### config.mk
export PLATFORM = sky130hd
export DESIGN_NAME = timer_event_flags
export DESIGN_NICKNAME = d
export VERILOG_FILES = /design/src/hw/timer_event_pkg.sv /design/src/hw/timer_channel_event.sv /design/src/hw/timer_event_flags.sv
export VERILOG_INCLUDE_DIRS = /design/src /design/src/hw
export SDC_FILE = /design/constraint.sdc
export NUM_CORES = 1
export LEC_CHECK = 0
export BUFFER_PORTS_ARGS = -buffer_cell sky130_fd_sc_hd__buf_2
export CORE_UTILIZATION = 25
export CTS_CLUSTER_SIZE = 8
export DETAILED_ROUTE_END_ITERATION = 7
export PLACE_DENSITY_LB_ADDON = 0.2
export SLEW_MARGIN = 20
export SYNTH_ARGS = -nofsm -noshare
export SYNTH_HDL_FRONTEND = slang
export SYNTH_HIERARCHICAL = 1
export SYNTH_SLANG_ARGS = --single-unit
### constraint.sdc
create_clock -name REF_CLK -period 6.4 [get_ports REF_CLK]
set_clock_uncertainty 0.15 [all_clocks]
set_input_delay 0.96 -clock REF_CLK [delete_from_list [all_inputs] [get_ports REF_CLK]]
set_output_delay 0.96 -clock REF_CLK [all_outputs]
set_load 0.005 [all_outputs]
### src/hw/timer_event_cfg.svh
// register map, field positions and reset values of the timer event-flag block
`ifndef TIMER_EVENT_CFG_SVH
`define TIMER_EVENT_CFG_SVH

// register byte offsets
`define CFG_OFS_CTRL       8'h00
`define CFG_OFS_MOD        8'h04
`define CFG_OFS_COUNT      8'h08
`define CFG_OFS_STATUS     8'h0c
`define CFG_OFS_MASK       8'h10
`define CFG_OFS_CH_BASE    8'h20
`define CFG_CH_STRIDE      8'h08
`define CFG_CH_VAL_OFS     8'h04

// field positions
`define CFG_CTRL_CENTER_BIT 0
`define CFG_CTRL_RUN_BIT    1
`define CFG_CHC_MODE_LSB    0
`define CFG_CHC_EDGE_LSB    2
`define CFG_STAT_OVF_BIT    0
`define CFG_STAT_CH_LSB     1

// reset values and counter limits
`define CFG_RST_CTRL       2'b00
`define CFG_RST_MOD        16'h0000
`define CFG_RST_CH_VAL     16'h0000
`define CFG_RST_CH_MODE    2'b00
`define CFG_RST_CH_EDGE    2'b00
`define CFG_CNT_TOP        16'hffff
`define CFG_CNT_ZERO       16'h0000
`define CFG_CNT_ONE        16'h0001

`endif

### src/hw/timer_event_pkg.sv
// types shared by the timer event-flag block
package timer_event_pkg;

  // effective channel function, one-hot
  typedef enum logic [3:0]
  {
    MODE_CAPTURE    = 4'b0001,
    MODE_COMPARE    = 4'b0010,
    MODE_EDGE_PWM   = 4'b0100,
    MODE_CENTER_PWM = 4'b1000
  } chan_mode_t;

  // counting direction, one-hot
  typedef enum logic [1:0]
  {
    DIR_UP   = 2'b01,
    DIR_DOWN = 2'b10
  } count_dir_t;

  // capture edge choice {edge_select_high, edge_select_low}
  typedef enum logic [1:0]
  {
    EDGE_OFF  = 2'h0,
    EDGE_RISE = 2'h1,
    EDGE_FALL = 2'h2,
    EDGE_ANY  = 2'h3
  } edge_sel_t;

endpackage

### src/hw/timer_channel_event.sv
// one timer channel: pin synchroniser, edge detector and compare match
`timescale 1ns/1ps
module timer_channel_event
  import timer_event_pkg::*;
(
  input  wire logic        clk,           // timer clock
  input  wire logic        rst,           // async reset, active high
  input  wire logic        pin_async,     // channel pin, other domain
  input  wire chan_mode_t  mode,          // effective channel function
  input  wire logic [1:0]  edge_sel,      // capture edge choice
  input  wire logic [15:0] count,         // main counter value
  input  wire logic [15:0] value,         // channel value
  input  wire logic        count_run,     // counter is running
  output logic             hit_pulse,     // flag-setting event
  output logic             capture_pulse  // load count into value
);

  logic sync1_ff;
  logic sync2_ff;
  logic last_ff;
  logic rise;
  logic fall;
  logic edge_hit;
  logic match;

  // two-stage synchroniser; only sync2 and later are looked at
  always_ff @(posedge clk or posedge rst)
  begin
    if (rst)
    begin
      sync1_ff <= 1'b0;
      sync2_ff <= 1'b0;
      last_ff  <= 1'b0;
    end
    else
    begin
      sync1_ff <= pin_async;
      sync2_ff <= sync1_ff;
      last_ff  <= sync2_ff;
    end
  end

  // edge recognition on the synchronised level
  assign rise = sync2_ff & ~last_ff;
  assign fall = ~sync2_ff & last_ff;

  always_comb
  begin
    case (edge_sel_t'(edge_sel))
      EDGE_RISE: edge_hit = rise;
      EDGE_FALL: edge_hit = fall;
      EDGE_ANY:  edge_hit = rise | fall;
      default:   edge_hit = 1'b0;
    endcase
  end

  // match only while counting, so a stopped counter gives no repeats
  assign match = count_run & (count == value);

  // event source per function
  always_comb
  begin
    capture_pulse = 1'b0;
    case (mode)
      MODE_CAPTURE:
      begin
        hit_pulse     = edge_hit;
        capture_pulse = edge_hit;
      end
      MODE_COMPARE:    hit_pulse = match;
      MODE_EDGE_PWM:   hit_pulse = match;
      MODE_CENTER_PWM: hit_pulse = match;
      default:         hit_pulse = 1'b0;
    endcase
  end

endmodule // timer_channel_event

### src/hw/timer_event_flags.sv
// timer counter, event flags, two-step flag clear and interrupt over apb
`timescale 1ns/1ps
`include "timer_event_cfg.svh"
module timer_event_flags
  import timer_event_pkg::*;
#(
  parameter int NUM_CH = 2 // number of timer channels
)
(
  input  wire logic              REF_CLK, // 100 MHz timer clock
  input  wire logic              RST,     // async reset, active high
  input  wire logic              PSEL,    // apb select
  input  wire logic              PENABLE, // apb access phase
  input  wire logic              PWRITE,  // apb direction, 1 = write
  input  wire logic [7:0]        PADDR,   // apb byte address
  input  wire logic [31:0]       PWDATA,  // apb write data
  output logic [31:0]            PRDATA,  // apb read data
  output logic                   PREADY,  // apb ready, always high
  output logic                   PSLVERR, // apb error, unmapped address
  input  wire logic [NUM_CH-1:0] CH_PIN,  // channel capture pins, async
  output logic                   IRQ      // level interrupt request
);

  localparam int NF = NUM_CH + 1; // overflow flag plus channel flags

  generate
    if (NUM_CH < 1 || NUM_CH > 8)
    begin : g_bad_num_ch
      $error("NUM_CH must lie in 1..8 to fit the register map");
    end
  endgenerate

  // apb phases
  logic setup;
  logic acc_wr;
  logic acc_rd;
  assign setup  = PSEL & ~PENABLE;
  assign acc_wr = PSEL & PENABLE & PWRITE;
  assign acc_rd = PSEL & PENABLE & ~PWRITE;
  assign PREADY = 1'b1;

  // configuration registers
  logic [1:0]  ctrl_ff;
  logic [1:0]  nxt_ctrl;
  logic [15:0] mod_ff;
  logic [15:0] nxt_mod;
  logic [NF-1:0] mask_ff;
  logic [NF-1:0] nxt_mask;
  logic [1:0]  ch_mode_ff [NUM_CH];
  logic [1:0]  nxt_ch_mode [NUM_CH];
  logic [1:0]  ch_edge_ff [NUM_CH];
  logic [1:0]  nxt_ch_edge [NUM_CH];
  logic [15:0] ch_val_ff [NUM_CH];
  logic [15:0] nxt_ch_val [NUM_CH];

  // counter state
  logic [15:0] cnt_ff;
  logic [15:0] nxt_cnt;
  count_dir_t  dir_ff;
  count_dir_t  nxt_dir;
  logic        ovf_evt;
  logic        center;
  logic        run;
  logic        cnt_wr;

  // flag state
  logic [NF-1:0] flag_ff;
  logic [NF-1:0] nxt_flag;
  logic [NF-1:0] armed_ff;
  logic [NF-1:0] nxt_armed;
  logic [NF-1:0] evt;
  logic [NF-1:0] clr;
  logic          irq_ff;
  logic          nxt_irq;

  // apb answer
  logic [31:0] prdata_ff;
  logic [31:0] nxt_prdata;
  logic        slverr_ff;
  logic        nxt_slverr;

  // per-channel hooks
  logic [NUM_CH-1:0] ch_hit;
  logic [NUM_CH-1:0] ch_cap;
  chan_mode_t        ch_fn [NUM_CH];

  assign center = ctrl_ff[`CFG_CTRL_CENTER_BIT];
  assign run    = ctrl_ff[`CFG_CTRL_RUN_BIT];
  assign cnt_wr = acc_wr & (PADDR == `CFG_OFS_COUNT);

  // channel function decode and event detectors
  genvar gi;
  generate
    for (gi = 0; gi < NUM_CH; gi++)
    begin : g_ch
      always_comb
      begin
        if (center)
          ch_fn[gi] = MODE_CENTER_PWM;
        else if (ch_mode_ff[gi] == 2'b00)
          ch_fn[gi] = MODE_CAPTURE;
        else if (ch_mode_ff[gi] == 2'b01)
          ch_fn[gi] = MODE_COMPARE;
        else
          ch_fn[gi] = MODE_EDGE_PWM;
      end

      timer_channel_event u_ch
      (
        .clk           (REF_CLK),
        .rst           (RST),
        .pin_async     (CH_PIN[gi]),
        .mode          (ch_fn[gi]),
        .edge_sel      (ch_edge_ff[gi]),
        .count         (cnt_ff),
        .value         (ch_val_ff[gi]),
        .count_run     (run),
        .hit_pulse     (ch_hit[gi]),
        .capture_pulse (ch_cap[gi])
      );
    end
  endgenerate

  // one event line per flag: overflow in bit 0, channels above
  assign evt = {ch_hit, ovf_evt};

  // counter next state; a count write restarts from zero going up
  always_comb
  begin
    nxt_cnt = cnt_ff;
    nxt_dir = dir_ff;
    ovf_evt = 1'b0;
    if (cnt_wr)
    begin
      nxt_cnt = `CFG_CNT_ZERO;
      nxt_dir = DIR_UP;
    end
    else if (run && center)
    begin
      // modulus zero is not usable here; the counter then just wraps up
      case (dir_ff)
        DIR_UP:
        begin
          if (cnt_ff == mod_ff && mod_ff != `CFG_CNT_ZERO)
          begin
            nxt_cnt = cnt_ff - `CFG_CNT_ONE;
            nxt_dir = DIR_DOWN;
            ovf_evt = 1'b1;
          end
          else
            nxt_cnt = cnt_ff + `CFG_CNT_ONE;
        end
        DIR_DOWN:
        begin
          if (cnt_ff == `CFG_CNT_ZERO)
          begin
            nxt_cnt = `CFG_CNT_ONE;
            nxt_dir = DIR_UP;
          end
          else
            nxt_cnt = cnt_ff - `CFG_CNT_ONE;
        end
        default:
        begin
          nxt_cnt = `CFG_CNT_ZERO;
          nxt_dir = DIR_UP;
        end
      endcase
    end
    else if (run)
    begin
      nxt_dir = DIR_UP;
      if ((mod_ff != `CFG_CNT_ZERO && cnt_ff == mod_ff) || cnt_ff == `CFG_CNT_TOP)
      begin
        nxt_cnt = `CFG_CNT_ZERO;
        ovf_evt = 1'b1;
      end
      else
        nxt_cnt = cnt_ff + `CFG_CNT_ONE;
    end
  end

  always_ff @(posedge REF_CLK or posedge RST)
  begin
    if (RST)
    begin
      cnt_ff <= `CFG_CNT_ZERO;
      dir_ff <= DIR_UP;
    end
    else
    begin
      cnt_ff <= nxt_cnt;
      dir_ff <= nxt_dir;
    end
  end

  // configuration writes; a capture beats a software write of the value
  always_comb
  begin
    nxt_ctrl = ctrl_ff;
    nxt_mod  = mod_ff;
    nxt_mask = mask_ff;
    if (acc_wr && PADDR == `CFG_OFS_CTRL)
      nxt_ctrl = PWDATA[1:0];
    if (acc_wr && PADDR == `CFG_OFS_MOD)
      nxt_mod = PWDATA[15:0];
    if (acc_wr && PADDR == `CFG_OFS_MASK)
      nxt_mask = PWDATA[NF-1:0];
    for (int i = 0; i < NUM_CH; i++)
    begin
      nxt_ch_mode[i] = ch_mode_ff[i];
      nxt_ch_edge[i] = ch_edge_ff[i];
      nxt_ch_val[i]  = ch_val_ff[i];
      if (acc_wr && PADDR == 8'(`CFG_OFS_CH_BASE + `CFG_CH_STRIDE * i))
      begin
        nxt_ch_mode[i] = PWDATA[`CFG_CHC_MODE_LSB +: 2];
        nxt_ch_edge[i] = PWDATA[`CFG_CHC_EDGE_LSB +: 2];
      end
      if (acc_wr && PADDR == 8'(`CFG_OFS_CH_BASE + `CFG_CH_STRIDE * i + `CFG_CH_VAL_OFS))
        nxt_ch_val[i] = PWDATA[15:0];
      if (ch_cap[i])
        nxt_ch_val[i] = cnt_ff;
    end
  end

  always_ff @(posedge REF_CLK or posedge RST)
  begin
    if (RST)
    begin
      ctrl_ff <= `CFG_RST_CTRL;
      mod_ff  <= `CFG_RST_MOD;
      mask_ff <= '0;
      for (int i = 0; i < NUM_CH; i++)
      begin
        ch_mode_ff[i] <= `CFG_RST_CH_MODE;
        ch_edge_ff[i] <= `CFG_RST_CH_EDGE;
        ch_val_ff[i]  <= `CFG_RST_CH_VAL;
      end
    end
    else
    begin
      ctrl_ff <= nxt_ctrl;
      mod_ff  <= nxt_mod;
      mask_ff <= nxt_mask;
      for (int i = 0; i < NUM_CH; i++)
      begin
        ch_mode_ff[i] <= nxt_ch_mode[i];
        ch_edge_ff[i] <= nxt_ch_edge[i];
        ch_val_ff[i]  <= nxt_ch_val[i];
      end
    end
  end

  // flags: arm on a read that returned one, clear on a later zero write.
  // arming uses the value actually returned, so a flag that rose between
  // setup and access cannot be cleared unseen.
  always_comb
  begin
    nxt_armed = armed_ff;
    if (acc_rd && PADDR == `CFG_OFS_STATUS)
      nxt_armed = armed_ff | (prdata_ff[NF-1:0] & flag_ff);
    clr = '0;
    if (acc_wr && PADDR == `CFG_OFS_STATUS)
    begin
      clr       = armed_ff & ~PWDATA[NF-1:0];
      nxt_armed = '0;
    end
    nxt_armed = nxt_armed & ~evt;
    nxt_flag  = (flag_ff & ~clr) | evt;
    nxt_irq   = |(nxt_flag & nxt_mask);
  end

  always_ff @(posedge REF_CLK or posedge RST)
  begin
    if (RST)
    begin
      flag_ff  <= '0;
      armed_ff <= '0;
      irq_ff   <= 1'b0;
    end
    else
    begin
      flag_ff  <= nxt_flag;
      armed_ff <= nxt_armed;
      irq_ff   <= nxt_irq;
    end
  end

  assign IRQ = irq_ff;

  // read data and error latched in setup so the access phase needs no wait
  always_comb
  begin
    nxt_prdata = prdata_ff;
    nxt_slverr = slverr_ff;
    if (setup)
    begin
      nxt_prdata = 32'h0000_0000;
      nxt_slverr = 1'b0;
      if (PADDR == `CFG_OFS_CTRL)
        nxt_prdata[1:0] = ctrl_ff;
      else if (PADDR == `CFG_OFS_MOD)
        nxt_prdata[15:0] = mod_ff;
      else if (PADDR == `CFG_OFS_COUNT)
        nxt_prdata[15:0] = cnt_ff;
      else if (PADDR == `CFG_OFS_STATUS)
        nxt_prdata[NF-1:0] = flag_ff;
      else if (PADDR == `CFG_OFS_MASK)
        nxt_prdata[NF-1:0] = mask_ff;
      else
        nxt_slverr = 1'b1;
      for (int i = 0; i < NUM_CH; i++)
      begin
        if (PADDR == 8'(`CFG_OFS_CH_BASE + `CFG_CH_STRIDE * i))
        begin
          nxt_prdata[`CFG_CHC_MODE_LSB +: 2] = ch_mode_ff[i];
          nxt_prdata[`CFG_CHC_EDGE_LSB +: 2] = ch_edge_ff[i];
          nxt_slverr = 1'b0;
        end
        if (PADDR == 8'(`CFG_OFS_CH_BASE + `CFG_CH_STRIDE * i + `CFG_CH_VAL_OFS))
        begin
          nxt_prdata[15:0] = ch_val_ff[i];
          nxt_slverr = 1'b0;
        end
      end
    end
  end

  always_ff @(posedge REF_CLK or posedge RST)
  begin
    if (RST)
    begin
      prdata_ff <= 32'h0000_0000;
      slverr_ff <= 1'b0;
    end
    else
    begin
      prdata_ff <= nxt_prdata;
      slverr_ff <= nxt_slverr;
    end
  end

  assign PRDATA  = prdata_ff;
  assign PSLVERR = slverr_ff;

endmodule // timer_event_flags

==> impl_metrics.ini <==
[routing]
ant_nets = 0
routed_wl_mm = 22.2
vias_per_cell = 5.01
first_iter_violations = 452
wl_per_cell_um = 18.9
drc = 0
vias = 5892
first_pass_iters = 6

[floorplan]
ios = 82
dieArea_sq_mm = 0.0294
chipHeight_um = 172
die_x_um = 172
core-area_sq_mm = 0.0280
row_count = 61
initial_core_util_pct = 25.7

[sta]
final-setup-viol-count = 0
tightest_slew_ns = 1.16
timing.fmax_mhz = 285
relSlewSlack_pct = 22.3
finalMaxSlewViolations = 0
fin_ws_ns = 2.89
period_minus_slack_ns = 3.51
timing.setup.tns_ns = 0
period_share_pct = 54.9
hold_viol_final = 0
rsz0062_at_grt = false

[layout]
n_antenna_cell = 0
syn2layout_area_growth_pct = 10.3
layout-drive-gt1-share_pct = 16.7
nNetsFinal = 847

[worst_setup_path]
crit_path_start_kind = input pin
r2r_end = cnt_ff[10]
critPathArrivalTime_ns = 3.66
crit_fanout = 12
worst_setup_path_end_kind = register
worstReg2RegStart = cnt_ff[0]
cp.required_ns = 6.55
worstSetupPathType = in -> reg
reg2reg_slack_ns = 2.92
crit_start = PADDR[1]
worst_r2r_path_depth = 9

[clocking]
clk_path_buf_depth = 2
clkTransAtPathRegs_ns = 0.08
numClockSinks = 109
cts_setup_buffers = 0
clk_latency_ns = 0.35
cts_hold_buf = 0
cts_tree = built
htreeDepth = 3
root_buffer = clkbuf_16
cts-buffers-inserted = 9
post_cts_resized = 0

[placed_design]
port-buffer-count = 48
place_hpwl_mm = 15.8
place_ws_ns = 2.46
routabilityCongestion = 0.815

[power_and_ir_drop]
power.density_mw_per_mm2 = 202
vdd_drop_max_v = 0.000131
leakage_uw = 0.00342

[global_route]
grt_pass1_vias = 5729
track_usage_pct = 15.7
grt_overflow = 0
antenna_found_initial = 0
met2_usage_pct = 25.0
use_met1_pct = 22.6
grtUsageMet3_pct = 1.96
grt.busiest_layer = met2
grt_first_pass_wirelength_mm = 35.0
grt_start_max_net_pins = 60

[synth]
avgSynthCellArea_sq_um = 9.18
synth-seq-area-share_pct = 38.0
ys_warn_count = 6
synthCells = 783
ys_seq_elements = 109
synth_ff_type = dfrtp_1
yosysTopAreaCellShare_pct = 37.6
ys_types = 77
synthesis.area_sq_mm = 0.00719
synth_edf_count = 0
synth_area_leader_cell = dfrtp_1
ys_async_sr_fraction_pct = 100
synth.area.top_cells = dfrtp_1 38%, mux2i_1 5.2%, xnor2_1 4.4%

[hold_path]
min_from = g_ch[1].u_ch/sync1_ff
hp-class = reg -> reg
hold_depth = 0
min_delay_worst_endpoint = g_ch[1].u_ch/sync2_ff

[outcome]
status = complete, no violations

[run]
cap_viol_max_count = 0
-- state kept, by name, indices dropped and copies added, names as in the netlist, 2 cells and up --
| signal | cells |
|---|---|
| flag_ff | 3 |
| cnt_ff | 16 |
| ch_mode_ff | 4 |
| PRDATA | 16 |
| g_ch.u_ch/sync2_ff | 2 |
| ch_edge_ff | 4 |
| armed_ff | 3 |
| g_ch.u_ch/sync1_ff | 2 |
| ctrl_ff | 2 |
| dir_ff | 2 |
| g_ch.u_ch/last_ff | 2 |
| mod_ff | 16 |
| mask_ff | 3 |
| ch_val_ff | 32 |
-- per-layer routing --
layer / wire, um / vias to the layer above
li1: - / 2820
met1: 11100 / 2927
met2: 10200 / 137
met3: 763 / 8
met4: 122 / 0
met5: 0 / -
-- synth_stat cells, types with 8 or more instances --
master    number
a21o_1        15
buf_2         15
nand4_1       12
nor3_1        14
nand3_1       24
o21ai_1        9
nor4_1        14
nor2_1        36
xnor2_1       36
nand2_1       75
o21ai_0       56
ha_1           8
and3_1         9
a21oi_1       28
xor2_1        22
a222oi_1      11
dfrtp_1      108
clkbuf_1      32
buf_4         18
o22ai_1       14
mux2_2        26
mux2i_1       37
nor2b_1        8
inv_1         30
-- power breakdown --
part           internal (uW)  switching (uW)
Combinational           90.9             130
Sequential               726            69.4
Clock                    318             271
-- layout make-up --
cell class / count / area [sq um]
Clock inverter: 4 / 55.1
Clock buffer: 12 / 246
Tap cell: 378 / 473
Sequential cell: 109 / 2730
Fill cell: 3005 / 20100
Timing Repair Buffer: 57 / 308
Multi-Input combinational cell: 585 / 4000
Inverter: 30 / 115
-- worst max-delay path by stage --
stage | endpoint | slack, ns
global placement | PRDATA[10] | 2.50
finish | PRDATA[10] | 2.89
global route | cnt_ff[10] | 2.65
CTS | PRDATA[10] | 2.91
floorplan | IRQ | 2.59
detailed placement | PRDATA[10] | 2.46
-- stage by stage --
step / instances / utilization (%) / hold WS (ns) / total power, uW / cell area (sq um)
after floorplan: 798 / - / 0.181 / 962 / 7240
after global placement: 1159 / 27.2 / 0.185 / 1030 / 7620
after detailed placement: 1159 / 27.2 / 0.186 / 1030 / 7620
after CTS: 1175 / 28.3 / 0.212 / 1630 / 7920
after global routing: 1175 / 28.3 / 0.216 / 1690 / 7920
final: 1175 / 28.3 / 0.205 / 1600 / 7920
-- kinds of logic (layout without fill, tap and decap cells) --
group / after synthesis / in the layout / share of synthesized area, %
adders and majority gates: 8 / 8 / 1.39
other: 2 / 17 / 0.105
and+or+nand+nor: 243 / 243 / 18.5
xor gates and xnor gates: 58 / 58 / 7.07
muxes: 64 / 64 / 9.54
DFF: 109 / 109 / 38.0
AOI/OAI and AO/OA: 195 / 195 / 18.1
buffers and inverters: 104 / 103 / 7.38
-- critical path, stage by stage --
cell and delay [ns]:
buf_2 0.10, or4_1 0.72, nor2_8 0.22, nand2_4 0.11, nor2_1 0.90, a222oi_1 0.20, a21oi_1 0.32, a21o_1 0.12
-- cells in the final DEF, fill, tap and decap left out, drive strengths merged, types with 6 or more instances in the layout --
| master | synthesis | routed |
|---|---|---|
| ha | 8 | 8 |
| conb | 2 | 17 |
| nor2 | 41 | 41 |
| a21oi | 30 | 30 |
| dfrtp | 108 | 108 |
| o21ai | 67 | 67 |
| mux2 | 26 | 26 |
| a222oi | 11 | 11 |
| o211ai | 6 | 6 |
| nor3 | 17 | 17 |
| buf | 41 | 57 |
| o22ai | 14 | 14 |
| clkbuf | 33 | 12 |
| nand2 | 79 | 79 |
| xor2 | 22 | 22 |
| nand4 | 12 | 12 |
| and3 | 9 | 9 |
| nor4 | 19 | 19 |
| nand3 | 25 | 25 |
| a21o | 15 | 15 |
| nor2b | 8 | 8 |
| mux2i | 37 | 37 |
| inv | 30 | 31 |
| xnor2 | 36 | 36 |
No activity file was read; power rests on OpenSTA's default activity.
